## src/design/twm_pkg.sv

```systemverilog
// Constants and types shared by the thermal warning monitor
package twm_pkg;

	// Register indices; the byte address is four times the index
	localparam logic [15:0] TWM_IDX_CONFIG    = 16'h4002;
	localparam logic [15:0] TWM_IDX_STATUS    = 16'h400D;
	localparam logic [15:0] TWM_IDX_INT_STAT  = 16'h4011;
	localparam logic [15:0] TWM_IDX_INT_MASK  = 16'h4019;

	// Field positions
	localparam int TWM_LEVEL_LSB    = 0;
	localparam int TWM_LEVEL_MSB    = 1;
	localparam int TWM_MARGIN_BIT   = 3;
	localparam int TWM_STS_BIT      = 15;
	localparam int TWM_EVENT_BIT    = 1;
	localparam int TWM_MASK_BIT     = 1;

	// Values after reset
	localparam logic [1:0]  TWM_LEVEL_RST    = 2'h2;
	localparam logic        TWM_MARGIN_RST   = 1'h1;
	localparam logic        TWM_MASK_RST     = 1'h1;
	localparam logic [31:0] TWM_DATA_RST     = 32'h0000_0000;

	// Comparator bundle layout
	localparam int TWM_CMP_WIDTH     = 3;
	localparam int TWM_CMP_SET       = 0;
	localparam int TWM_CMP_RELEASE   = 1;
	localparam int TWM_CMP_SHUTDOWN  = 2;
	localparam int TWM_SYNC_STAGES   = 2;

	// All state of the top module
	typedef struct packed {
		logic [1:0]  level;
		logic        margin;
		logic        warn_flag;
		logic        warn_event;
		logic        event_mask;
		logic        ack;
		logic [31:0] rdata;
		logic        sys_reset;
	} twm_state_t;

endpackage

```

## src/design/twm_sync_if.sv

```systemverilog
// Carrier between the comparator synchroniser and the monitor core
`timescale 1ns/1ps
interface twm_sync_if;
	import twm_pkg::*;

	logic [TWM_CMP_WIDTH-1:0] raw;
	logic [TWM_CMP_WIDTH-1:0] synced;

	modport sync_side
	(
		input  raw,
		output synced
	);
	modport core_side
	(
		output raw,
		input  synced
	);
endinterface

```

## src/design/twm_sync.sv

```systemverilog
// Two-stage synchroniser for the analogue comparator outputs
`timescale 1ns/1ps
module twm_sync
	import twm_pkg::*;
(
	input  wire logic   clk_i,
	input  wire logic   rst_i,
	twm_sync_if.sync_side link
);

	typedef struct packed {
		logic [TWM_CMP_WIDTH-1:0] stage1;
		logic [TWM_CMP_WIDTH-1:0] stage2;
	} twm_sync_state_t;

	twm_sync_state_t state_reg;
	twm_sync_state_t state_next;

	// The first stage feeds only the second one
	always_comb
	begin
		state_next        = state_reg;
		state_next.stage1 = link.raw;
		state_next.stage2 = state_reg.stage1;
	end

	always_ff @(posedge clk_i)
	begin
		if (rst_i)
		begin
			state_reg <= '0;
		end
		else
		begin
			state_reg <= state_next;
		end
	end

	assign link.synced = state_reg.stage2;

endmodule

```

## src/design/twm_top.sv

```systemverilog
// Thermal warning monitor: comparator handling, event flag and Wishbone registers
//
// The Wishbone register port was decided locally.
`timescale 1ns/1ps
module twm_top
	import twm_pkg::*;
(
	input  wire logic        clk_i,
	input  wire logic        rst_i,
	input  wire logic        wb_cyc_i,
	input  wire logic        wb_stb_i,
	input  wire logic        wb_we_i,
	input  wire logic [17:0] wb_adr_i,
	input  wire logic [3:0]  wb_sel_i,
	input  wire logic [31:0] wb_dat_i,
	output logic      [31:0] wb_dat_o,
	output logic             wb_ack_o,
	input  wire logic        pwr_on_i,
	input  wire logic        pwr_sleep_i,
	input  wire logic        cmp_warn_above_i,
	input  wire logic        cmp_warn_release_i,
	input  wire logic        cmp_shutdown_i,
	output logic      [1:0]  warn_level_select_o,
	output logic             warn_margin_select_o,
	output logic             thermal_int_o,
	output logic             sys_reset_o
);

	twm_state_t state_reg;
	twm_state_t state_next;

	twm_sync_if cmp_link ();

	logic        active;
	logic        above;
	logic        release_ok;
	logic        shutdown;
	logic [15:0] index;
	logic        req;
	logic        wr_take;
	logic        ev_clear;
	logic [15:0] rd_word;

	assign cmp_link.raw[TWM_CMP_SET]      = cmp_warn_above_i;
	assign cmp_link.raw[TWM_CMP_RELEASE]  = cmp_warn_release_i;
	assign cmp_link.raw[TWM_CMP_SHUTDOWN] = cmp_shutdown_i;

	// Comparators are asynchronous to clk_i
	twm_sync u_sync
	(
		.clk_i (clk_i),
		.rst_i (rst_i),
		.link  (cmp_link.sync_side)
	);

	assign above      = cmp_link.synced[TWM_CMP_SET];
	assign release_ok = cmp_link.synced[TWM_CMP_RELEASE];
	// Shutdown comparator has its own fixed trip point; no setting reaches it
	assign shutdown   = cmp_link.synced[TWM_CMP_SHUTDOWN];

	assign active  = pwr_on_i | pwr_sleep_i;
	assign index   = wb_adr_i[17:2];
	assign req     = wb_cyc_i & wb_stb_i;
	// Writes land on the edge where the master sees ack
	assign wr_take = req & wb_we_i & state_reg.ack;
	assign ev_clear = wr_take && (index == TWM_IDX_INT_STAT) && wb_sel_i[0] && wb_dat_i[TWM_EVENT_BIT];

	always_comb
	begin
		rd_word = 16'h0000;
		unique case (index)
			TWM_IDX_CONFIG:
			begin
				rd_word[TWM_LEVEL_MSB:TWM_LEVEL_LSB] = state_reg.level;
				rd_word[TWM_MARGIN_BIT]              = state_reg.margin;
			end
			TWM_IDX_STATUS:
			begin
				rd_word[TWM_STS_BIT] = state_reg.warn_flag;
			end
			TWM_IDX_INT_STAT:
			begin
				rd_word[TWM_EVENT_BIT] = state_reg.warn_event;
			end
			TWM_IDX_INT_MASK:
			begin
				rd_word[TWM_MASK_BIT] = state_reg.event_mask;
			end
			default:
			begin
				rd_word = 16'h0000;
			end
		endcase
	end

	always_comb
	begin
		state_next = state_reg;

		// One-cycle ack, dropped in the cycle after it was given
		state_next.ack = req & ~state_reg.ack;
		if (req & ~state_reg.ack)
		begin
			state_next.rdata = {16'h0000, rd_word};
		end

		if (wr_take && (index == TWM_IDX_CONFIG))
		begin
			if (wb_sel_i[0])
			begin
				state_next.level  = wb_dat_i[TWM_LEVEL_MSB:TWM_LEVEL_LSB];
				state_next.margin = wb_dat_i[TWM_MARGIN_BIT];
			end
		end
		if (wr_take && (index == TWM_IDX_INT_MASK) && wb_sel_i[0])
		begin
			state_next.event_mask = wb_dat_i[TWM_MASK_BIT];
		end

		// Warning flag tracks the comparators only while the device is powered
		if (active)
		begin
			if (!state_reg.warn_flag && above)
			begin
				state_next.warn_flag = 1'b1;
			end
			else if (state_reg.warn_flag && release_ok)
			begin
				state_next.warn_flag = 1'b0;
			end
		end

		// Clear first so a change in the same cycle still sets the event
		if (ev_clear)
		begin
			state_next.warn_event = 1'b0;
		end
		if (state_next.warn_flag != state_reg.warn_flag)
		begin
			state_next.warn_event = 1'b1;
		end

		state_next.sys_reset = shutdown & active;
	end

	always_ff @(posedge clk_i)
	begin
		if (rst_i)
		begin
			state_reg            <= '0;
			state_reg.level      <= TWM_LEVEL_RST;
			state_reg.margin     <= TWM_MARGIN_RST;
			state_reg.event_mask <= TWM_MASK_RST;
			state_reg.rdata      <= TWM_DATA_RST;
		end
		else
		begin
			state_reg <= state_next;
		end
	end

	assign wb_dat_o             = state_reg.rdata;
	assign wb_ack_o             = state_reg.ack;
	assign warn_level_select_o  = state_reg.level;
	assign warn_margin_select_o = state_reg.margin;
	assign thermal_int_o        = state_reg.warn_event & ~state_reg.event_mask;
	assign sys_reset_o          = state_reg.sys_reset;

endmodule

```

## config.mk

```make
export PLATFORM = sky130hd
export DESIGN_NAME = twm_top
export DESIGN_NICKNAME = d
export VERILOG_FILES = /design/src/design/twm_pkg.sv /design/src/design/twm_sync_if.sv /design/src/design/twm_sync.sv /design/src/design/twm_top.sv
export SDC_FILE = /design/constraint.sdc
export NUM_CORES = 1
export LEC_CHECK = 0
export BUFFER_PORTS_ARGS = -buffer_cell sky130_fd_sc_hd__buf_2
export CORE_ASPECT_RATIO = 0.7
export CORE_UTILIZATION = 39
export CTS_CLUSTER_SIZE = 8
export DETAILED_ROUTE_END_ITERATION = 8
export GPL_TIMING_DRIVEN = 0
export PLACE_DENSITY = 0.85
export SKIP_LAST_GASP = 1
export SLEW_MARGIN = 40
export SYNTH_ARGS = -nofsm -noshare
export SYNTH_HDL_FRONTEND = slang
export SYNTH_SLANG_ARGS = --single-unit
```

## constraint.sdc

```tcl
create_clock -name clk_i -period 3.78 [get_ports clk_i]
set_clock_uncertainty 0.1 [all_clocks]
set_input_delay 0.189 -clock clk_i [delete_from_list [all_inputs] [get_ports clk_i]]
set_output_delay 0.189 -clock clk_i [all_outputs]
set_load 0.02 [all_outputs]
```

* Yosys cells after proc, flatten, opt, wreduce, memory -nomap -nowiden
Cells that the tools add are included.
** Cells by class
- Mux-type cells :: 9
- Reductions and logical operators :: 11
- Equal/unequal tests :: 5
- Bitwise gates (word level) :: 9
** Operator list (number)
- 16-bit by 15-bit equality test with 1-bit output, second input constant :: 4
- 1-bit logical AND :: 8
- 1-bit 2-to-1 mux :: 8
- 1-bit bitwise AND :: 6
- 1-bit one-hot mux with 3 select lines :: 1
- 1-bit NOT :: 2
- 2-bit AND reduction :: 1
- 2-bit nonzero test :: 1
- 1-bit logical NOT :: 1
- 1-bit != test :: 1
- 1-bit OR :: 1
** Storage, ports and cells
- Register bits after elaboration :: 18
- Output and inout port bits :: 38

* Logic depth before layout (Yosys ltp)
Gate-level depths: netlist (run 1).
- Depth after elaboration :: 8
- Gate-level depth with buffers :: 5

* By module
Synthesis (run 1) repeated with hierarchy kept, for this count alone.
** Unflattened totals
- Cell total of the unflattened synthesis :: 118
- Area, all modules :: 1044.8 um^2
** Modules (own cells, without submodules)
- twm_top :: sequential area each 240.2 um^2, area each 887.1 um^2, times used 1, cells an instance 106
- twm_sync :: sequential area each 120.1 um^2, area each 157.7 um^2, times used 1, cells an instance 12

* Worst setup path after synthesis (run 1)
OpenSTA, ideal clock, no wires.
- Path kind :: register to register
- From :: reg state_reg (netlist bit wb_ack_o)
- To :: reg state_reg (netlist bit wb_dat_o[1])
- Setup slack :: 2.280 ns
- Cell stages (with the launch flop) :: 4
- Arrival time :: 1.326 ns
- Cell sequence :: dfxtp_1 nand3b_1 or4_1 a31oi_1
** On the way
- Longest elaborated chain between the ends :: 2
** Ends and longest elaborated chain
- from (decl) :: RTL line twm_top.sv:29 : twm_state_t state_reg;
- from (signal assigned) :: RTL line twm_top.sv:158 : state_reg <= state_next;
- 1-bit NOT :: RTL line twm_top.sv:102 : if (req & ~state_reg.ack)
- 1-bit bitwise AND :: RTL line twm_top.sv:102
Every way passes these cells.
A chain may end at the register's enable or synchronous reset.

* Worst setup path in the final report (run 1)
Same ends and word-level chain as after synthesis.

==> results.tsv, run 1 <==
metric	value	unit
status	completed	
portBuffers	38	
cellLeakagePower	0.721	nW
ios	102	
largest_register_ffs	4	
synth_ff_type	dfxtp_1	
avgSynthCellArea	9.00	um2
setup-violations-final	0	
min_path_type	in2reg	
yosysSeqAreaShare	0.334	
cp-end-kind	register	
synthArstFlopShare	0	
worstPathRequired	3.86	ns
worstPathMaxFanout	9	
yosysUniqueCellTypes	36	
ant_nets	0	
drive_gt1_frac	0.444	
rsz0062_at_grt	false	
drc	0	
min_path_cells	2	
syn_area	1080	um2
dp_hpwl	1870	um
diodes	0	
die_h	46.0	um
tightest_slew	0.480	ns
grt_pass1_wl	3450	um
timing.final.crit_share	0.415	
max_cap_viol_count	0	
grt_pass1_vias	798	
drt_first_pass_iters	4	
initialDrtViolationCount	26	
synth_warnings	0	
cts_root_buffer	clkbuf_8	
grt_antenna_before_repair	0	
min-delay-start	cmp_warn_above_i	
clk_pin_slew_worst_paths	0.07	ns
gr-usage-all-layers	0.154	
dieArea	2990	um2
grt_remaining_overflow	0	
vias	996	
place_inst	219	
hold_ws	0.0425	ns
mostFrequentLayoutCells	38 x buf_2, 34 x buf_4, 28 x conb_1	
clk_latency	0.25	ns
syn_to_final_growth	36.0	%
grt_max_degree	11	
wl_per_cell	10.2	um
cts-resized-gates	0	
clock-sinks	18	
r2r_slack	2.21	ns
final.setup.tns	0	ns
cts_tree	yes	
cts_buffers	3	
hold_buffers	0	
via_per_inst	4.47	
cts.path.max_buffers	2	
synth_edf_count	0	
max_freq	638	MHz
startpoint_type	register	
fp.dieW	64.9	um
rr_startpoint	wb_ack_o	
timing.rr.end	wb_dat_o[1]	
ir_drop	270	uV
worst-r2r-cell-count	3	
final_cells	223	
yosys_register_bits	18	
final_nets	254	
finalHoldViolations	0	
slew_headroom	0.676	
syn_inst	120	
postCtsSetupBuffers	0	
crit_type	reg2reg	
slew_viol_final	0	
htreeDepth	1	
hold_path_end	u_sync.state_next[0]	
coreArea	2530	um2
rows	15	
final_common_cell	buf_2	
start_util	0.426	
gp_congestion	0.758	
finalWirelength	2280	um
power.density	299	nW/um2
crit_arrival	1.64	ns
min_period	1.57	ns
synth_stat cells, drive strengths merged (2+ instances only):
| cell type | n | area share |
|---|---|---|
| nor3 | 4 | 0.023 |
| nor4 | 2 | 0.025 |
| buf | 35 | 0.25 |
| or4 | 3 | 0.021 |
| a21oi | 3 | 0.014 |
| nor4b | 3 | 0.030 |
| a32oi | 2 | 0.016 |
| nand4 | 4 | 0.023 |
| dfxtp | 18 | 0.33 |
| o21ai | 5 | 0.023 |
| nand2 | 4 | 0.014 |
| nor2 | 3 | 0.010 |
| or4b | 2 | 0.025 |
| nand3 | 8 | 0.037 |
| nor2b | 7 | 0.041 |
critical path, cell delays in order (launching register included):
cell	delay, ns
dfxtp_1	0.32
nand3b_1	0.33
or4_1	0.58
a31oi_1	0.16
worst max-delay path by stage:
| stage | startpoint | end | cells past startpoint | slack [ns] |
|---|---|---|---|---|
| after global routing | wb_ack_o | wb_dat_o[1] | 3 | 2.11 |
| final | wb_ack_o | wb_dat_o[1] | 3 | 2.21 |
| after global placement | wb_adr_i[11] | wb_dat_o[1] | 5 | 2.18 |
| after detailed placement | wb_adr_i[11] | wb_dat_o[1] | 5 | 2.15 |
| after CTS | wb_ack_o | wb_dat_o[1] | 3 | 2.21 |
| after floorplan | wb_ack_o | wb_dat_o[1] | 3 | 2.28 |
cell type report:
type	count	area, um2
timing repair buffer	38	190
clock buffer	4	55.1
sequential	18	360
tap	34	42.5
inverter	1	3.75
buffer	36	270
multi-input combinational	92	547
fill	251	1060
report_power, final:
group | switching (W) | total, W | internal, W
logic | 0.0000495 | 0.0000893 | 0.0000398
registers | 0.00000209 | 0.000197 | 0.000194
clock network | 0.0000611 | 0.000153 | 0.0000924
metal layers:
| layer | vias to the layer above | GRT usage | wire, um |
|---|---|---|---|
| met5 | - | 0 | 0 |
| met4 | 0 | 0.0400 | 14 |
| met3 | 2 | 0.0300 | 138 |
| met1 | 453 | 0.183 | 971 |
| met2 | 35 | 0.288 | 1150 |
| li1 | 506 | - | - |
kinds of logic after synthesis:
group                  share of synthesized area
buffers and inverters                      0.254
flip-flops                                 0.334
AO/OA/AOI/OAI                             0.0753
AND/OR/NAND/NOR                            0.314
other                                    0.00347
multiplexers                              0.0197
per-stage QoR:
stage	total power [W]	setup WS (ns)	util	area, um2
finish	0.000439	2.21	0.580	1470
global route	0.000456	2.11	0.580	1470
CTS	0.000440	2.21	0.580	1470
detailed placement	0.000288	2.15	0.558	1410
global placement	0.000287	2.18	0.558	1410
floorplan	0.000264	2.28	-	1180
No activity file was read; power rests on OpenSTA's default activity.
==> inputs of run 2 (changes only) <==
--- a/config.mk
+++ b/config.mk
@@ -7,11 +7,11 @@
 export LEC_CHECK = 0
 export BUFFER_PORTS_ARGS = -buffer_cell sky130_fd_sc_hd__buf_2
 export CORE_ASPECT_RATIO = 0.7
-export CORE_UTILIZATION = 39
+export CORE_UTILIZATION = 36
 export CTS_CLUSTER_SIZE = 8
 export DETAILED_ROUTE_END_ITERATION = 8
 export GPL_TIMING_DRIVEN = 0
-export PLACE_DENSITY = 0.85
+export PLACE_DENSITY = 0.79
 export SKIP_LAST_GASP = 1
 export SLEW_MARGIN = 40
 export SYNTH_ARGS = -nofsm -noshare
==> constraint.sdc (replaced) <==
create_clock -name clk_i -period 1.51 [get_ports clk_i]
set_clock_uncertainty 0.1 [all_clocks]
set_input_delay 0.0755 -clock clk_i [delete_from_list [all_inputs] [get_ports clk_i]]
set_output_delay 0.0755 -clock clk_i [all_outputs]
set_load 0.02 [all_outputs]
==> run 2 against run 1 <==
Against the previous run: final area grew 6.0%; sequential share of layout area shrank 1.4 points; first-iteration DRC count shrank 19%; critical path type unchanged; critical path depth is the same.
==> results.tsv, run 2 (same netlist as run 1, synthesis figures left out) <==
metric	value	unit	change
min_period	1.44	ns	-0.131 ns
max_cap_viol_count	0		unchanged
fp.dieW	67.5	um	+4.0%
crit_type	reg2reg		
finalHoldViolations	0		unchanged
dieArea	3230	um2	+8.0%
gr-usage-all-layers	0.153		-0.000632
slew_viol_final	0		unchanged
cts_root_buffer	clkbuf_8		
initialDrtViolationCount	21		-19%
gp_congestion	0.793		+4.6%
ios	102		unchanged
min_path_type	in2reg		
wl_per_cell	9.91	um	-2.9%
cp-end-kind	register		
vias	1006		+1.0%
placed_area	1420	um2	+0.18%
final_nets	263		+3.5%
hold_path_end	state_reg[35]		
grt_antenna_before_repair	0		unchanged
grt_pass1_wl	3510	um	+1.8%
drc	0		unchanged
htreeDepth	1		unchanged
crit_arrival	1.51	ns	-0.13 ns
start_util	0.383		-0.0436
startpoint_type	register		
grt_remaining_overflow	0		unchanged
largest_register_ffs	4		unchanged
ir_drop	338	uV	+25%
multiInputGateArea	547	um2	unchanged
timing.final.crit_share	0.951		+0.536
worstPathMaxFanout	5		-4
via_per_inst	4.30		-3.7%
cts_tree	yes		
rsz0062_at_grt	false		
coreArea	2820	um2	+11%
die_h	47.8	um	+3.9%
status	completed		
drt_first_pass_iters	4		unchanged
diodes	0		unchanged
clk_latency	0.25	ns	about the same
rr_startpoint	wb_ack_o		
finalWirelength	2320	um	+1.9%
r2r_slack	0.07	ns	-2.14 ns
worst-r2r-cell-count	3		unchanged
final.setup.tns	0	ns	unchanged
grt_pass1_vias	807		+1.1%
final_common_cell	buf_2		
cts_buffers	3		unchanged
clock-sinks	18		unchanged
setup-violations-final	0		unchanged
max_freq	696	MHz	+9.1%
portBuffers	38		unchanged
clk_pin_slew_worst_paths	0.06	ns	about the same
cts.path.max_buffers	2		unchanged
cellLeakagePower	0.759	nW	+5.3%
stdcell_area	1560	um2	+6.0%
min_path_cells	3		+1
rows	16		+1
mostFrequentLayoutCells	38 x buf_2, 36 x buf_4, 28 x conb_1		
grt_max_degree	11		unchanged
fill_cells	285		+14%
hold_ws	0.0225	ns	-0.0200 ns
timing.rr.end	wb_dat_o[15]		
syn_to_final_growth	44.1	%	
seq_area	360	um2	unchanged
dp_hpwl	1760	um	-5.8%
power.density	716	nW/um2	+140%
ant_nets	0		unchanged
drive_gt1_frac	0.434		-0.0101
min-delay-start	wb_adr_i[5]		
worstPathRequired	1.59	ns	-2.27 ns
## run 2: cell types whose count changed in the layout (fill, tap and decap cells not counted), sizes merged
cell         change
dlygate4sd3      +7
buf              +2
## run 2: layout make-up
cell class	instances	area share
timing repair buffer	47	0.177
multi-input combinational	92	0.351
clock buffer	4	0.0354
tap	36	0.0289
inverter	1	0.00241
sequential	18	0.232
buffer	36	0.174
## run 2: critical path, cell delays in order, from the launching register on
cell and delay [ns]:
dfxtp_1 0.31, nand3b_1 0.24, or4_1 0.57, a21oi_1 0.14
## run 2: worst max path at each step
stage | startpoint | slack (ns) | depth (start not counted) | to
floorplan | wb_ack_o | 0.01 | 3 | wb_dat_o[1]
global placement | wb_ack_o | -0.01 | 3 | wb_dat_o[1]
detailed placement | wb_ack_o | -0.04 | 3 | wb_dat_o[15]
CTS | wb_ack_o | 0.09 | 3 | wb_dat_o[15]
global route | wb_ack_o | 0.0003 | 3 | wb_dat_o[1]
finish | wb_ack_o | 0.07 | 3 | wb_dat_o[15]
## run 2: routing by layer
metal / GRT usage / wire (um) / part of all wire
met1: 0.185 / 989 / 0.43
met2: 0.255 / 1190 / 0.51
met3: 0.0405 / 117 / 0.050
met4: 0.0809 / 19 / 0.0082
met5: 0 / 0 / 0
## run 2: what timing repair did
| item | CTS | global route |
|---|---|---|
| buffers inserted | 2 | 0 |
| hold endpoints to repair | 7 | 0 |
| setup endpoints to repair | 2 | 0 |
| resized for setup | 0 | 0 |
| hold buffers | 7 | 0 |
## run 2: power by group
group	switching, W	internal, W
combinational	0.000125	0.000115
clock	0.000150	0.000231
sequential	0.00000552	0.000487
total	0.000281	0.000833
## run 2: metrics by stage
step,cells,power (W),setup slack [ns],utilization
floorplan,147,0.000661,0.00987,-
global placement,221,0.000718,-0.0131,0.502
detailed placement,221,0.000720,-0.0404,0.502
CTS,234,0.00112,0.0901,0.551
global route,234,0.00118,0.000276,0.551
finish,234,0.00111,0.0740,0.551
==> inputs of run 3 (changes only) <==
--- a/config.mk
+++ b/config.mk
@@ -8,6 +8,7 @@
 export BUFFER_PORTS_ARGS = -buffer_cell sky130_fd_sc_hd__buf_2
 export CORE_ASPECT_RATIO = 0.7
 export CORE_UTILIZATION = 36
+export CTS_BUF_LIST = sky130_fd_sc_hd__clkbuf_16
 export CTS_CLUSTER_SIZE = 8
 export DETAILED_ROUTE_END_ITERATION = 8
 export GPL_TIMING_DRIVEN = 0
==> run 3 against run 2 <==
Against the previous run: combinational power about the same; sequential share of layout area down 0.35 points; critical path depth unchanged; power up 12%; largest cell class unchanged.
==> results.tsv, run 3 (same netlist as run 1, synthesis figures left out) <==
metric	value	unit	change
grt_pass1_vias	796		-1.4%
crit_family	simple AND/OR/NAND/NOR gates		
diodes	0		unchanged
finalHoldViolations	0		unchanged
final_nets	263		unchanged
crit_arrival	1.51	ns	about the same
cp_num_buf_inv	0		unchanged
coreArea	2820	um2	unchanged
die_h	47.8	um	unchanged
final_common_cell	buf_2		
cts_tree	yes		
max_cap_viol_count	0		unchanged
mostFrequentLayoutCells	38 x buf_2, 36 x buf_4, 28 x conb_1		
wl_per_cell	9.60	um	-3.2%
fp.dieW	67.5	um	unchanged
syn_to_final_growth	46.4	%	
grt_remaining_overflow	0		unchanged
met2_usage	0.244		-0.0119
timing.final.crit_share	0.949		-0.00163
place_inst	221		unchanged
crit_type	reg2reg		
met3_usage	0.0452		+0.00476
rsz0062_at_grt	false		
slowest_stage	or4_1		
via_per_inst	4.32		+0.50%
clock-sinks	18		unchanged
clk_latency	0.25	ns	about the same
cp_cell_sequence	nand3b_1, or4_1, a21oi_1		
htreeDepth	1		unchanged
ios	102		unchanged
gp_congestion	0.793		unchanged
drive_gt1_frac	0.429		-0.00505
initialDrtViolationCount	15		-29%
ir_drop	428	uV	+27%
use_met1	0.183		-0.00142
status	completed		
r2r_slack	0.08	ns	about the same
cts.path.max_buffers	2		unchanged
cp-end-kind	register		
cts_root_buffer	clkbuf_16		
worstPathRequired	1.58	ns	about the same
busiest_layer	met2		
setup-violations-final	0		unchanged
clk_pin_slew_worst_paths	0.05	ns	about the same
setup_ws	0.0764	ns	+0.00247 ns
power.density	792	nW/um2	+11%
min_period	1.43	ns	-0.00247 ns
drc	0		unchanged
slowest_delay	0.57	ns	about the same
dp_hpwl	1760	um	unchanged
grt_pass1_wl	3430	um	-2.4%
rows	16		unchanged
portBuffers	38		unchanged
largest_register_ffs	4		unchanged
max_freq	698	MHz	+0.17%
gr-usage-all-layers	0.149		-0.00363
power	0.00125	W	+12%
cellLeakagePower	0.769	nW	+1.3%
drt_first_pass_iters	5		+1
dieArea	3230	um2	unchanged
cts-resized-gates	0		unchanged
grt_antenna_before_repair	0		unchanged
final_cells	234		unchanged
slew_viol_final	0		unchanged
min_path_type	in2reg		
finalWirelength	2250	um	-3.2%
ant_nets	0		unchanged
start_util	0.383		unchanged
cts_buffers	3		unchanged
dp_slack	-0.0404	ns	unchanged
utilization	0.560		+0.00842
startpoint_type	register		
vias	1011		+0.50%
worstPathMaxFanout	5		unchanged
grt_max_degree	11		unchanged
run 3: cell count changes in the layout (fill, tap and decap cells not counted):
cell | previous run | this run
clkbuf_16 | 0 | 3
clkbuf_8 | 4 | 0
clkinv_1 | 0 | 1
run 3: per-layer routing:
layer,vias to the layer above,share of wire
met5,-,0
met4,0,0.0085
met3,2,0.052
met2,26,0.51
met1,459,0.43
li1,524,-
run 3: timing repair:
item                                    in CTS  in global routing
hold buffers                                 7                  0
endpoints found under the setup margin       2                  0
endpoints found under the hold margin        7                  0
buffers inserted                             2                  0
run 3: per-stage QoR:
stage	area, um2	hold slack (ns)	setup TNS, ns
2_1_floorplan	1180	0.0471	0
3_3_place_gp	1420	0.190	-0.0131
3_5_place_dp	1420	0.192	-0.0694
4_1_cts	1580	0.0291	0
5_1_grt	1580	0.0409	0
6_report	1580	0.0281	0
run 3: path summary, 6_finish.rpt:
| check | startpoint | to | cells after the start |
|---|---|---|---|
| worst max-delay path | wb_ack_o | wb_dat_o[15] | 3 |
| worst min-delay path | wb_adr_i[5] | state_reg[35] | 3 |
| worst max register to register | wb_ack_o | wb_dat_o[15] | 3 |
| worst min register to register | u_sync.state_next[0] | u_sync.link.synced[0] | 1 |
run 3: worst register-to-register path: stages (launching register included):
cell      delay, ns
dfxtp_1        0.31
nand3b_1       0.24
or4_1          0.57
a21oi_1        0.14
run 3: area by class of cell:
cell class,count,area [um2]
clock inverter,1,3.75
multi-input combinational,92,547
tap,36,45.0
clock buffer,3,75.1
fill,279,1240
inverter,1,3.75
timing repair buffer,47,275
buffer,36,270
sequential,18,360
run 3: power by group:
part	total [W]	leakage, nW	switching [W]	internal (W)
combinational	0.000239	0.583	0.000124	0.000115
sequential	0.000493	0.147	0.00000545	0.000488
clock	0.000519	0.0385	0.000168	0.000352
